===== config.mk =====
export PLATFORM = sky130hd
export DESIGN_NAME = safety_input_monitor
export DESIGN_NICKNAME = d
export VERILOG_FILES = /design/src/inc/safety_input_pkg.sv /design/src/design/contact_filter.sv /design/src/design/safety_input_monitor.sv
export SDC_FILE = /design/constraint.sdc
export NUM_CORES = 1
export LEC_CHECK = 0
export ABC_CLOCK_PERIOD_IN_PS = 3750
export BUFFER_PORTS_ARGS = -buffer_cell sky130_fd_sc_hd__clkbuf_2
export CAP_MARGIN = 0
export CORE_UTILIZATION = 40
export DETAILED_ROUTE_END_ITERATION = 8
export PLACE_DENSITY = 0.54
export SETUP_SLACK_MARGIN = 0.02
export SLEW_MARGIN = 0
export SYNTH_ARGS = -nofsm -noshare
export SYNTH_HDL_FRONTEND = slang
export SYNTH_SLANG_ARGS = --single-unit
export TNS_END_PERCENT = 5

===== constraint.sdc =====
create_clock -name ref_clk -period 3.75 [get_ports ref_clk]
set_input_delay 0 -clock ref_clk [delete_from_list [all_inputs] [get_ports ref_clk]]
set_output_delay 0 -clock ref_clk [all_outputs]
set_load 0.05 [all_outputs]

===== src/inc/safety_input_pkg.sv =====
// Behaviour
// - stop output is 0 while button pressed, 1 when released.
// - stop takes one NC channel or two NC channels.
// - guard output is 0 while open, 1 while closed.
// - guard takes two NC, or NO on channel one with NC on two.
// - with reset enabled, every trip latches output 0 until valid reset.
// - without reset, output follows the qualified input directly.
// - manual reset type accepts a single 0 to 1 transition.
// - monitored reset type accepts only a full 0-1-0 pulse.
// - output test drives test signals and checks each returns its own.
// - start-up test keeps output 0 until one full actuation after power-up.
// - stop test is press then release; guard test is open then close.
// - each contact passes a 3 to 250 ms debounce filter.
// - two channels must switch within the configured simultaneity time.
// - stop simultaneity only applies with two NC channels.
// - fault output, when enabled, shows any detected fault.
package safety_input_pkg;

  // register byte offsets
  localparam logic [7:0] ADDR_CTRL      = 8'h00;
  localparam logic [7:0] ADDR_FILTER    = 8'h04;
  localparam logic [7:0] ADDR_SIMUL     = 8'h08;
  localparam logic [7:0] ADDR_STATUS    = 8'h0C;
  localparam logic [7:0] ADDR_FAULT_CLR = 8'h10;

  // per-function field layout: byte 0 stop, byte 1 guard; simultaneity uses 16-bit halves, low stop, high guard
  localparam int FN_COUNT     = 2;
  localparam int FN_STOP      = 0;
  localparam int FN_GUARD     = 1;
  localparam int CFG_W        = 7;
  localparam int CFG_STRIDE   = 8;
  localparam int FILTER_W     = 8;
  localparam int SIMUL_W      = 16;

  // reset values
  localparam logic [31:0] CTRL_RST   = 32'h0000_0000;
  localparam logic [15:0] FILTER_RST = 16'h0303;
  localparam logic [31:0] SIMUL_RST  = 32'h0064_0064;

  // timing
  localparam int CLK_PERIOD_NS = 10;
  localparam int MS_NS         = 1000000;
  localparam int MS_CYCLES     = MS_NS / CLK_PERIOD_NS;
  localparam int TICK_W        = 20;
  localparam logic [FILTER_W-1:0] FILTER_MIN_MS = 8'h03;
  localparam logic [FILTER_W-1:0] FILTER_MAX_MS = 8'hFA;

  // test pulse sequencer: 2-bit channel slot, 4-bit phase
  localparam int TP_W = 6;
  localparam logic [3:0] TP_LOW_END = 4'hC;
  localparam logic [3:0] TP_CHECK   = 4'hB;

  typedef struct packed {
    logic fault_out_en;
    logic simul_en;
    logic startup_en;
    logic out_test_en;
    logic monitored;
    logic reset_en;
    logic dual_cfg;
  } fn_cfg_t;

  typedef struct packed {
    logic reset_lvl;
    logic ch2_lvl;
    logic ch1_lvl;
    logic started;
    logic test_fault;
    logic sim_fault;
    logic fault;
    logic out;
  } fn_status_t;

  typedef enum {
    S_START_WAIT_TRIP,
    S_START_WAIT_SAFE,
    S_TRIPPED,
    S_WAIT_RESET,
    S_ON
  } mon_state_t;

endpackage


===== src/design/contact_filter.sv =====
`timescale 1ns/10ps
module contact_filter
  import safety_input_pkg::*;
(
  // clock and reset
  input  wire logic                ref_clk,
  input  wire logic                nrst,
  // pin and timing
  input  wire logic                pin,
  input  wire logic                ms_tick,
  input  wire logic [FILTER_W-1:0] filter_ms,
  // test pulse control
  input  wire logic                hold,
  input  wire logic                check,
  // results
  output logic                     level_q,
  output logic                     mismatch_q
);

  logic                s1_q, s2_q, s3_q;
  logic                stable_q, stable_d;
  logic [FILTER_W-1:0] cnt_q, cnt_d;
  logic                level_d;
  logic                mismatch_d;

  always_comb begin
    stable_d   = (s2_q == s3_q) ? s3_q : stable_q;
    cnt_d      = cnt_q;
    level_d    = level_q;
    // a returned test pulse must read low
    mismatch_d = check & stable_q;
    if (hold || stable_q == level_q) begin
      cnt_d = '0;
    end else if (ms_tick) begin
      if (cnt_q + 8'h01 >= filter_ms) begin
        level_d = stable_q;
        cnt_d   = '0;
      end else begin
        cnt_d = cnt_q + 8'h01;
      end
    end
  end

  always_ff @(posedge ref_clk or negedge nrst) begin
    if (!nrst) begin
      s1_q       <= 1'b0;
      s2_q       <= 1'b0;
      s3_q       <= 1'b0;
      stable_q   <= 1'b0;
      cnt_q      <= '0;
      level_q    <= 1'b0;
      mismatch_q <= 1'b0;
    end else begin
      s1_q       <= pin;
      s2_q       <= s1_q;
      s3_q       <= s2_q;
      stable_q   <= stable_d;
      cnt_q      <= cnt_d;
      level_q    <= level_d;
      mismatch_q <= mismatch_d;
    end
  end

endmodule


===== src/design/safety_input_monitor.sv =====
`timescale 1ns/10ps
module safety_input_monitor
  import safety_input_pkg::*;
#(
  parameter int TICK_CYCLES = MS_CYCLES
) (
  // clock and reset
  input  wire logic                ref_clk,
  input  wire logic                nrst,
  // apb slave
  input  wire logic [7:0]          paddr,
  input  wire logic                psel,
  input  wire logic                penable,
  input  wire logic                pwrite,
  input  wire logic [31:0]         pwdata,
  output logic [31:0]              prdata,
  output logic                     pready,
  output logic                     pslverr,
  // contacts, index 0 stop, 1 guard
  input  wire logic [FN_COUNT-1:0] contact_channel_one,
  input  wire logic [FN_COUNT-1:0] contact_channel_two,
  input  wire logic [FN_COUNT-1:0] reset_in,
  // test signals onto the contact lines
  output logic [FN_COUNT-1:0]      test_channel_one,
  output logic [FN_COUNT-1:0]      test_channel_two,
  // function results
  output logic [FN_COUNT-1:0]      safe_out,
  output logic [FN_COUNT-1:0]      fault_out
);

  localparam int NCH = 3 * FN_COUNT;

  // register file
  logic [31:0]         ctrl_q, ctrl_d;
  logic [15:0]         filter_q, filter_d;
  logic [31:0]         simul_q, simul_d;
  logic [31:0]         prdata_q, prdata_d;
  logic                pready_q, pready_d;
  logic                pslverr_q, pslverr_d;
  logic [FN_COUNT-1:0] fault_clr;
  logic [31:0]         status_word;

  // timing
  logic [TICK_W-1:0]   tick_cnt_q, tick_cnt_d;
  logic                ms_tick_q, ms_tick_d;
  logic [TP_W-1:0]     tp_q, tp_d;
  logic [3:0]          test_low_q, test_low_d;

  // channel results: 0..3 contacts, 4..5 reset inputs
  logic [NCH-1:0]      ch_pin, ch_hold, ch_check, ch_lvl, ch_mism;
  logic [FILTER_W-1:0] ch_filter [NCH];

  fn_cfg_t             cfg [FN_COUNT];
  fn_status_t          stat [FN_COUNT];
  logic [FN_COUNT-1:0] safe_d, fault_out_d;

  assign prdata    = prdata_q;
  assign pready    = pready_q;
  assign pslverr   = pslverr_q;
  assign ch_pin    = {reset_in, contact_channel_two[1], contact_channel_one[1],
                      contact_channel_two[0], contact_channel_one[0]};

  function automatic logic [FILTER_W-1:0] clamp_ms(
    input logic [FILTER_W-1:0] v
  );
    // out-of-range settings are clamped, so none can shorten the debounce below 3 ms
    if (v < FILTER_MIN_MS) begin
      return FILTER_MIN_MS;
    end else if (v > FILTER_MAX_MS) begin
      return FILTER_MAX_MS;
    end
    return v;
  endfunction

  // ---------------- apb slave ----------------
  always_comb begin
    logic acc;
    logic mapped;
    logic [31:0] rd;
    acc       = psel & penable;
    mapped    = 1'b1;
    rd        = 32'h0000_0000;
    ctrl_d    = ctrl_q;
    filter_d  = filter_q;
    simul_d   = simul_q;
    fault_clr = '0;
    unique case (paddr)
      ADDR_CTRL:      rd = ctrl_q;
      ADDR_FILTER:    rd = {16'h0000, filter_q};
      ADDR_SIMUL:     rd = simul_q;
      ADDR_STATUS:    rd = status_word;
      ADDR_FAULT_CLR: rd = 32'h0000_0000;
      default:        mapped = 1'b0;
    endcase
    // one wait state: answer on the second access cycle
    pready_d  = acc & ~pready_q;
    pslverr_d = acc & ~pready_q & ~mapped;
    prdata_d  = (acc & ~pready_q & ~pwrite) ? rd : 32'h0000_0000;
    if (acc && pready_q && pwrite) begin
      unique case (paddr)
        ADDR_CTRL:      ctrl_d    = pwdata;
        ADDR_FILTER:    filter_d  = pwdata[15:0];
        ADDR_SIMUL:     simul_d   = pwdata;
        ADDR_FAULT_CLR: fault_clr = pwdata[FN_COUNT-1:0];
        default:        ;
      endcase
    end
  end

  always_ff @(posedge ref_clk or negedge nrst) begin
    if (!nrst) begin
      ctrl_q    <= CTRL_RST;
      filter_q  <= FILTER_RST;
      simul_q   <= SIMUL_RST;
      prdata_q  <= 32'h0000_0000;
      pready_q  <= 1'b0;
      pslverr_q <= 1'b0;
    end else begin
      ctrl_q    <= ctrl_d;
      filter_q  <= filter_d;
      simul_q   <= simul_d;
      prdata_q  <= prdata_d;
      pready_q  <= pready_d;
      pslverr_q <= pslverr_d;
    end
  end

  // ---------------- millisecond tick and test pulses ----------------
  always_comb begin
    ms_tick_d  = 1'b0;
    tick_cnt_d = tick_cnt_q + 20'h00001;
    if (tick_cnt_q == TICK_W'(TICK_CYCLES - 1)) begin
      tick_cnt_d = '0;
      ms_tick_d  = 1'b1;
    end
    tp_d       = tp_q + 6'h01;
    test_low_d = '0;
    // staggered pulses, so a short to any other line reads high
    for (int c = 0; c < 4; c++) begin
      // a pulse only starts at phase 0, so enabling mid-slot never cuts one
      test_low_d[c] = cfg[c / 2].out_test_en && tp_d[5:4] == 2'(c)
                      && tp_d[3:0] < TP_LOW_END
                      && (tp_d[3:0] == 4'h0 || test_low_q[c]);
    end
  end

  always_ff @(posedge ref_clk or negedge nrst) begin
    if (!nrst) begin
      tick_cnt_q <= '0;
      ms_tick_q  <= 1'b0;
      tp_q       <= '0;
      test_low_q <= '0;
    end else begin
      tick_cnt_q <= tick_cnt_d;
      ms_tick_q  <= ms_tick_d;
      tp_q       <= tp_d;
      test_low_q <= test_low_d;
    end
  end

  assign test_channel_one = ~{test_low_q[2], test_low_q[0]};
  assign test_channel_two = ~{test_low_q[3], test_low_q[1]};

  // ---------------- input conditioning ----------------
  genvar c;
  generate
    for (c = 0; c < NCH; c++) begin : g_ch
      if (c < 4) begin : g_contact
        assign ch_filter[c] = clamp_ms(filter_q[FILTER_W*(c/2) +: FILTER_W]);
        // hold the filter level and clear its count over its own pulse and the recovery after it
        assign ch_hold[c]   = cfg[c / 2].out_test_en && tp_q[5:4] == 2'(c);
        assign ch_check[c]  = ch_hold[c] && tp_q[3:0] == TP_CHECK
                              && test_low_q[c];
      end else begin : g_reset
        assign ch_filter[c] = FILTER_MIN_MS;
        assign ch_hold[c]   = 1'b0;
        assign ch_check[c]  = 1'b0;
      end
      contact_filter u_filter (
        .ref_clk    (ref_clk),
        .nrst       (nrst),
        .pin        (ch_pin[c]),
        .ms_tick    (ms_tick_q),
        .filter_ms  (ch_filter[c]),
        .hold       (ch_hold[c]),
        .check      (ch_check[c]),
        .level_q    (ch_lvl[c]),
        .mismatch_q (ch_mism[c])
      );
    end
  endgenerate

  // ---------------- monitor functions ----------------
  genvar f;
  generate
    for (f = 0; f < FN_COUNT; f++) begin : g_fn
      mon_state_t         state_q, state_d;
      logic [SIMUL_W-1:0] sim_cnt_q, sim_cnt_d;
      logic               sim_fault_q, sim_fault_d;
      logic               test_fault_q, test_fault_d;
      logic               rst_prev_q, rst_prev_d;
      logic               armed_q, armed_d;
      logic               started_q, started_d;
      logic               seen_safe_q, seen_safe_d;
      logic               two, safe1, safe2, both_safe, both_unsafe;
      logic               qualified, accept;

      assign cfg[f] = fn_cfg_t'(ctrl_q[CFG_STRIDE*f +: CFG_W]);
      // guard always two channels; stop only in dual mode
      assign two    = (f == FN_GUARD) | cfg[f].dual_cfg;
      // mixed guard: normally open contact sits on channel one
      assign safe1  = ch_lvl[2*f] ^ ((f == FN_GUARD) & cfg[f].dual_cfg);
      assign safe2  = ch_lvl[2*f+1];
      // every used channel must report safe
      assign both_safe   = safe1 & (safe2 | ~two);
      assign both_unsafe = ~safe1 & (~safe2 | ~two);

      always_comb begin
        logic fault_now;
        fault_now    = 1'b0;
        sim_cnt_d    = '0;
        sim_fault_d  = sim_fault_q;
        test_fault_d = (test_fault_q & ~fault_clr[f])
                       | ch_mism[2*f] | ch_mism[2*f+1];
        if (two && cfg[f].simul_en && safe1 != safe2) begin
          sim_cnt_d = sim_cnt_q;
          if (ms_tick_q) begin
            sim_cnt_d = sim_cnt_q + 16'h0001;
          end
          if (sim_cnt_q > simul_q[SIMUL_W*f +: SIMUL_W]) begin
            sim_fault_d = 1'b1;
          end
        end
        // cleared only once both channels went unsafe
        if (both_unsafe) begin
          sim_fault_d = 1'b0;
        end
        fault_now = sim_fault_q | test_fault_q;
        // a fault forces the output off
        qualified = both_safe & ~fault_now;

        rst_prev_d = ch_lvl[4+f];
        armed_d    = armed_q;
        accept     = 1'b0;
        if (state_q != S_WAIT_RESET) begin
          armed_d = 1'b0;
        end else if (!cfg[f].monitored) begin
          accept = ch_lvl[4+f] & ~rst_prev_q;
        end else if (ch_lvl[4+f] & ~rst_prev_q) begin
          armed_d = 1'b1;
        end else if (armed_q & ~ch_lvl[4+f] & rst_prev_q) begin
          accept = 1'b1;
        end

        state_d     = state_q;
        started_d   = started_q;
        // filters read low after reset; a trip counts only after safe
        seen_safe_d = seen_safe_q | both_safe;
        unique case (state_q)
          // trip first: press, or open the guard
          S_START_WAIT_TRIP: begin
            if (!cfg[f].startup_en) begin
              state_d = S_TRIPPED;
            end else if (both_unsafe && seen_safe_q) begin
              state_d = S_START_WAIT_SAFE;
            end
          end
          // then release, or close the guard
          S_START_WAIT_SAFE: begin
            if (qualified) begin
              started_d = 1'b1;
              state_d   = cfg[f].reset_en ? S_WAIT_RESET : S_ON;
            end
          end
          // without reset the output follows qualified input
          S_TRIPPED: begin
            // start-up test still owed since power-up
            if (cfg[f].startup_en && !started_q) begin
              state_d = S_START_WAIT_TRIP;
            end else if (qualified) begin
              state_d = cfg[f].reset_en ? S_WAIT_RESET : S_ON;
            end
          end
          // latched off until a valid reset
          S_WAIT_RESET: begin
            if (!qualified) begin
              state_d = S_TRIPPED;
            end else if (accept) begin
              state_d = S_ON;
            end
          end
          S_ON: begin
            if (!qualified || (cfg[f].startup_en && !started_q)) begin
              state_d = S_TRIPPED;
            end
          end
        endcase
        safe_d[f]      = state_d == S_ON;
        fault_out_d[f] = cfg[f].fault_out_en & (sim_fault_d | test_fault_d);
      end

      always_ff @(posedge ref_clk or negedge nrst) begin
        if (!nrst) begin
          state_q      <= S_START_WAIT_TRIP;
          sim_cnt_q    <= '0;
          sim_fault_q  <= 1'b0;
          test_fault_q <= 1'b0;
          rst_prev_q   <= 1'b0;
          armed_q      <= 1'b0;
          started_q    <= 1'b0;
          seen_safe_q  <= 1'b0;
        end else begin
          state_q      <= state_d;
          sim_cnt_q    <= sim_cnt_d;
          sim_fault_q  <= sim_fault_d;
          test_fault_q <= test_fault_d;
          rst_prev_q   <= rst_prev_d;
          armed_q      <= armed_d;
          started_q    <= started_d;
          seen_safe_q  <= seen_safe_d;
        end
      end

      assign stat[f] = '{reset_lvl:  ch_lvl[4+f],
                         ch2_lvl:    ch_lvl[2*f+1],
                         ch1_lvl:    ch_lvl[2*f],
                         started:    started_q,
                         test_fault: test_fault_q,
                         sim_fault:  sim_fault_q,
                         fault:      sim_fault_q | test_fault_q,
                         out:        safe_out[f]};
    end
  endgenerate

  assign status_word = {16'h0000, stat[1], stat[0]};

  always_ff @(posedge ref_clk or negedge nrst) begin
    if (!nrst) begin
      safe_out  <= '0;
      fault_out <= '0;
    end else begin
      safe_out  <= safe_d;
      fault_out <= fault_out_d;
    end
  end

endmodule


==> summary.md, run 1 <==
| Metric | Value |
|---|---|
| Status | `finished clean` |
| Crit-path max FO | `9` |
| Setup crit end kind | `register` |
| Max VDD drop | `between 0.2 and 0.25 mV` |
| Reg2Reg Setup Slack | `roughly 0.45 ns` |
| Final setup viols | `0` |
| Die area | `just over 40,000 um2` |
| CP arrival | `3.77 ns` |
| Initial antenna violation count | `0` |
| Setup crit start kind | `register` |
| Critical Path RT | `approximately 4.2 ns` |
| Post-synthesis cell area | `15,900 um2` |
| Clock Sinks | `~340` |
| Register area share after synthesis | `0.535` |
| Register Area | `around 8500 um2` |
| Clock buffer depth | `3` |
| GR Util met2 | `0.281` |
| Met1 usage | `0.272` |
| Post-Syn Nets | `1,606` |
| I/O pin count | `between 90 and 100` |
| Root buffer cell | `clkbuf_16` |
| Vias | `11,300` |
| Layout cells sized above 1 | `0.144` |
| Post-Route Skew | `0.0173 ns` |
| WL final | `between 30,000 and 40,000 um` |
| Cell Rows | `72` |
| Die X-Extent | `between 200 and 250 um` |
| Hold crit path type | `input port to register` |
| GR met3 Demand/Resource | `0.0339` |
| WL/cell | `~17 um` |
| Skew-Pair Late Insertion Delay | `0.54 ns` |
| TritonRoute pass-1 iters | `5` |
| Placed inst area | `17,000 um2` |
| Maximum capacitance violations | `0` |
| Die outline height | `201 um` |
| Port buffer count | `92` |
| Synth Warn # | `0` |
| H-tree levels | `2` |
| CP Class | `register to register` |
| Initial core utilization | `0.408` |
| Largest net degree at the start of global routing | `approximately 130` |
| GR peak layer | `met2` |
| Vias in the first global route | `about 11,000` |
| Pwr Density | `about 410 nW/um2` |
| Fin nets | `~1,800` |
| Slew HR | `0.313` |
| Leakage | `roughly 9.1 nW` |
| Setup TNS | `0 ns` |
| Gate count of the mapped netlist | `around 1,500` |
| Routability cong. | `roughly 0.83` |
| GRT overflow | `0` |
| First-pass GRT wire length | `60,400 um` |
| PostCTS Resize Cnt | `0` |
| Routed vias/inst | `between 5 and 6` |
| Post-CTS setup buffer count | `0` |
| CTS tree | `yes` |
| TritonCTS buffer count | `39` |
| Post-synth EDFFs | `0` |
| Min Clock Period, post-route | `3.30 ns` |
| Fmax achieved | `just over 300 MHz` |
| Filler instances | `3,615` |
| # DRC | `0` |
| HPWL Detailed | `approximately 25,000 um` |
| Area Growth Syn to Fin | `17.6%` |
| Final slew viol count | `0` |
| Synth unique cells | `70` |
| Finished Cell Area | `about 19,000 um2` |
| Cts hold-fix bufs | `46` |
| Area taken by multi-input logic gates | `6870 um2` |
| Predominant post-synthesis flop cell | `dfrtp_1` |
| Antenna-violating nets left | `0` |
| Synthesized area per cell | `around 11 um2` |
| Ant. Diodes | `0` |
| FF+latch count, synth | `339` |
| Worst-Margin Slew | `1.02 ns` |
| Initial DRC Count | `a little under 700` |
| RSZ-0062 raised after global routing | `false` |
| Clk pin slew, worst setup/hold paths | `about 0.060 ns` |
| Final Util | `0.479` |
| GRT Total Usage | `0.185` |
| Final Hold Fails | `0` |
| Tot Pwr | `7.60 mW` |
| Asr flop ratio synth | `1.00` |
| Core box area | `a little under 40,000 um2` |
| Period utilization | `0.881` |
cells by family (layout without fill, tap and decap cells):
family | Yosys count | after routing | synth area share
flops | 339 | 339 | 0.535
xor+xnor | 82 | 82 | 0.0453
simple gates | 539 | 539 | 0.176
buf+inv | 124 | 298 | 0.0324
compound gates | 264 | 264 | 0.112
mux | 53 | 53 | 0.0369
fa+ha+maj | 80 | 80 | 0.0621
Yosys cell counts, drive strengths merged, types with 6 or more instances:
cell type,number,area (um2)
dfrtp,329,8230
nand2,136,510
nor2,109,409
ha,74,926
inv,74,278
and2,72,450
o21ai,68,340
xor2,51,447
a21oi,47,235
a22oi,46,345
nand3,46,230
mux2,44,495
clkbuf,36,138
nand4,33,206
xnor2,31,272
and3,22,138
nor3,22,110
nor4,22,168
nand2b,17,106
nor2b,15,93.8
buf,14,98.8
a21o,12,90.1
a211oi,11,82.6
a22o,11,96.3
and4,10,87.6
dfstp,10,263
mux2i,9,90.1
a31oi,8,50.1
or3,8,50.1
a32o,7,70.1
or2,7,43.8
maj3,6,60.1
layout by cell type (no fill, tap or decap), types with 12 or more instances in the layout:
cell type,n
inv_1,74
a22oi_1,46
nand2_1,136
nand3_1,46
nand4_1,33
ha_1,74
nor2_1,109
and3_1,22
xor2_1,51
nand2b_1,17
a21oi_1,47
mux2_2,43
xnor2_1,31
nor3_1,20
and2_1,72
clkbuf_16,39
clkbuf_2,91
nor2b_1,15
dlygate4sd3_1,46
nor4_1,20
a21o_1,12
o21ai_0,60
dfrtp_1,329
power breakdown:
part	switching (mW)	internal, mW	total (mW)
logic	0.154	0.0896	0.244
registers	0.0217	3.68	3.71
clock network	1.47	2.18	3.65
worst max-delay path: stages, from the launching register on:
cell and delay (ns):
dfrtp_1 0.47, or4_1 0.50, nor2_1 0.13, nor2_1 0.05, o21ai_0 0.25, ha_1 0.29, nor2b_1 0.15, o21ai_0 0.12
o2111a_1 0.25, o41a_1 0.44, nor2_1 0.36, a22o_1 0.22
path summary, 6_finish.rpt:
kind                                            startpoint                                    end  depth (start not counted)
max in group asynchronous                             nrst                simul_q[18]$_DFFE_PN1P_                          3
min in group asynchronous                             nrst          g_fn[0].state_q[22]$_DFF_PN0_                          2
max                                filter_q[2]$_DFFE_PN0P_  g_ch[1].u_filter.cnt_q[7]$_DFFE_PN0P_                         11
min                                               paddr[7]                    prdata[9]$_DFF_PN0_                          5
min reg2reg                g_ch[1].u_filter.s1_q$_DFF_PN0_        g_ch[1].u_filter.s2_q$_DFF_PN0_                          0
max reg2reg                        filter_q[2]$_DFFE_PN0P_  g_ch[1].u_filter.cnt_q[7]$_DFFE_PN0P_                         11
metal layers:
metal,wire (um),share of wire,vias up
met4,704,0.019,0
met1,18000,0.49,5529
met3,1430,0.039,49
li1,-,-,5540
met5,0,0,-
met2,16200,0.45,207
per-stage QoR:
stage	cells	setup WS, ns	hold WS, ns
2_1_floorplan	1481	0.787	-0.296
3_3_place_gp	2058	0.545	0.109
3_5_place_dp	2058	0.502	0.110
4_1_cts	2173	0.485	0.00467
5_1_grt	2173	0.238	0.0413
6_report	2173	0.447	0.0509
cell type report:
cell class	instances	area share
Inverter	74	0.0149
Sequential cell	339	0.455
Tap cell	518	0.0347
Timing Repair Buffer	155	0.0608
Multi-Input combinational cell	1018	0.368
Clock inverter	10	0.00449
Clock buffer	59	0.0617
flip-flops by register name, summed over array words and instances (netlist names), 4 cells and up:
name                      cells
g_ch.u_filter.s1_q            6
g_ch.u_filter.s3_q            6
g_ch.u_filter.stable_q        6
ctrl_q                       32
g_ch.u_filter.s2_q            6
g_ch.u_filter.level_q         6
prdata                       32
test_low_q                    4
filter_q                     16
simul_q                      32
g_ch.u_filter.cnt_q          48
g_fn.state_q                 64
g_fn.sim_cnt_q               32
tick_cnt_q                   20
g_ch.u_filter.mismatch_q      4
tp_q                          6
Note: power is estimated with default switching activity, not from simulation.
==> inputs of run 2 (changes only) <==
Settings changed: CORE_ASPECT_RATIO set to 0.7.
==> summary.md, run 2 (synthesis results as in run 1) <==
| Metric | Value |
|---|---|
| Final setup viols | `0` |
| Initial core utilization | `0.410` |
| Maximum capacitance violations | `0` |
| Vias in the first global route | `about 11,000` |
| Status | `finished clean` |
| GRT overflow | `0` |
| Leakage | `9.01 nW` |
| Pwr Density | `~400 nW/um2` |
| Clock Sinks | `between 300 and 400` |
| Most common cell after layout, fill and taps aside | `dfrtp_1` |
| Setup crit start kind | `register` |
| Hold crit path type | `input port to asynchronous set/reset pin` |
| Worst hold slack | `roughly 0.031 ns` |
| Worst slack, placed | `roughly 0.47 ns` |
| Root buffer cell | `clkbuf_16` |
| GRT Total Usage | `0.191` |
| Clock buffer depth | `3` |
| Routability cong. | `0.859` |
| Port buffer count | `92` |
| Max VDD drop | `roughly 0.29 mV` |
| Die outline height | `~170 um` |
| WL/cell | `about 17 um` |
| Crit-path max FO | `9` |
| Worst path max stage delay | `about 0.49 ns` |
| Final Hold Fails | `0` |
| Setup TNS | `0 ns` |
| CP Class | `register to register` |
| Most frequent cells in the layout | `dfrtp_1, nand2_1, nor2_1` |
| H-tree levels | `2` |
| HPWL Detailed | `about 26,000 um` |
| Die X-Extent | `between 200 and 250 um` |
| Placed insts | `roughly 2,100` |
| Fin nets | `1,748` |
| RSZ-0062 raised after global routing | `false` |
| Core box area | `between 30,000 and 40,000 um2` |
| Crit-path cells | `or4_1 -> nor2_1 -> nor2_1 -> o21ai_0 -> ha_1 -> nor2b_1 -> o21ai_0 -> o2111a_1 -> o41a_1 -> nor2_1 -> a22o_1` |
| Routed vias/inst | `~5.2` |
| Non-filler cells, final | `roughly 2,200` |
| Critical Path RT | `4.21 ns` |
| First-pass GRT wire length | `about 61,000 um` |
| Biggest regs | `g_fn.state_q: 64 flops, g_ch.u_filter.cnt_q: 48 flops` |
| TritonRoute pass-1 iters | `5` |
| Final WS setup | `approximately 0.47 ns` |
| Clk pin slew, worst setup/hold paths | `roughly 0.060 ns` |
| Post-Route Skew | `approximately 0.015 ns` |
| I/O pin count | `93` |
| Top delay family on crit path | `compound AO/OA/AOI/OAI gates` |
| Critical path's most frequent cell | `nor2_1` |
| Cell Rows | `60` |
| Min Clock Period, post-route | `3.28 ns` |
| Slowest cell on the critical path | `or4_1` |
| Skew-Pair Late Insertion Delay | `approximately 0.53 ns` |
| Ant. Diodes | `0` |
| Antenna-violating nets left | `0` |
| WL final | `37,700 um` |
| Slew HR | `0.255` |
| Die area | `roughly 40,000 um2` |
| Area Growth Syn to Fin | `16.6%` |
| Initial DRC Count | `approximately 720` |
| TritonCTS buffer count | `36` |
| Setup crit end kind | `register` |
| Final slew viol count | `0` |
| Worst-Margin Slew | `around 1.1 ns` |
| Initial antenna violation count | `0` |
| Layout cells sized above 1 | `0.141` |
| Period utilization | `0.874` |
| Vias | `around 11,000` |
| Filler instances | `~3,600` |
| Largest net degree at the start of global routing | `approximately 130` |
| CP arrival | `between 3 and 4 ns` |
| Final Util | `0.478` |
| Fmax achieved | `roughly 310 MHz` |
| CTS tree | `yes` |
| Largest register by flop count | `g_fn.state_q` |
| Largest register FFs | `64` |
| Buf/Inv on CP | `0` |
| # DRC | `0` |
[run 2: worst paths after layout]
check,startpoint,end,slack [ns],depth (start not counted)
min in group ref_clk,paddr[6],prdata[9]$_DFF_PN0_,0.08,5
worst min-delay path,nrst,g_fn[0].state_q[27]$_DFF_PN0_,0.03,2
max in group asynchronous,nrst,ctrl_q[19]$_DFFE_PN0P_,2.63,3
worst max register to register,filter_q[2]$_DFFE_PN0P_,g_ch[1].u_filter.cnt_q[3]$_DFFE_PN0P_,0.47,11
worst min register to register,g_ch[3].u_filter.s1_q$_DFF_PN0_,g_ch[3].u_filter.s2_q$_DFF_PN0_,0.35,0
worst max-delay path,filter_q[2]$_DFFE_PN0P_,g_ch[1].u_filter.cnt_q[3]$_DFFE_PN0P_,0.47,11
[run 2: worst reg2reg max path, cell delays in order, from the launching register on]
cell and delay, ns:
dfrtp_1 0.47, or4_1 0.49, nor2_1 0.15, nor2_1 0.06
o21ai_0 0.23, ha_1 0.28, nor2b_1 0.14, o21ai_0 0.09
o2111a_1 0.24, o41a_1 0.46, nor2_1 0.38, a22o_1 0.21
[run 2: cell type report]
type / instances / area, um2 / share of cell area
Clock buffer: 53 / 1070 / 0.0576
Clock inverter: 7 / 38.8 / 0.00210
Inverter: 74 / 278 / 0.0150
Multi-Input combinational cell: 1018 / 6870 / 0.371
Sequential cell: 339 / 8500 / 0.459
Tap cell: 527 / 659 / 0.0356
Timing Repair Buffer: 154 / 1100 / 0.0594
[run 2: report_power, final]
group	total (mW)	internal (mW)	switching (mW)
Sequential	3.70	3.68	0.0219
Clock	3.38	1.96	1.42
Combinational	0.243	0.0890	0.154
[run 2: routing by layer]
layer / share of wire / GRT usage
met4: 0.019 / 0.0534
met1: 0.53 / 0.305
met2: 0.40 / 0.259
met3: 0.048 / 0.0334
met5: 0 / 0
[run 2: stage by stage]
step	cell area [um2]	total power, mW
floorplan	15900	3.84
global placement	16900	3.98
detailed placement	16900	3.98
CTS	18500	7.45
global route	18500	7.62
finish	18500	7.33
[run 2: what timing repair did]
action | in CTS | in global routing
buffers inserted | 0 | 0
endpoints found under the hold margin | 172 | 0
hold buffers | 45 | 0
gates resized for setup | 0 | 0
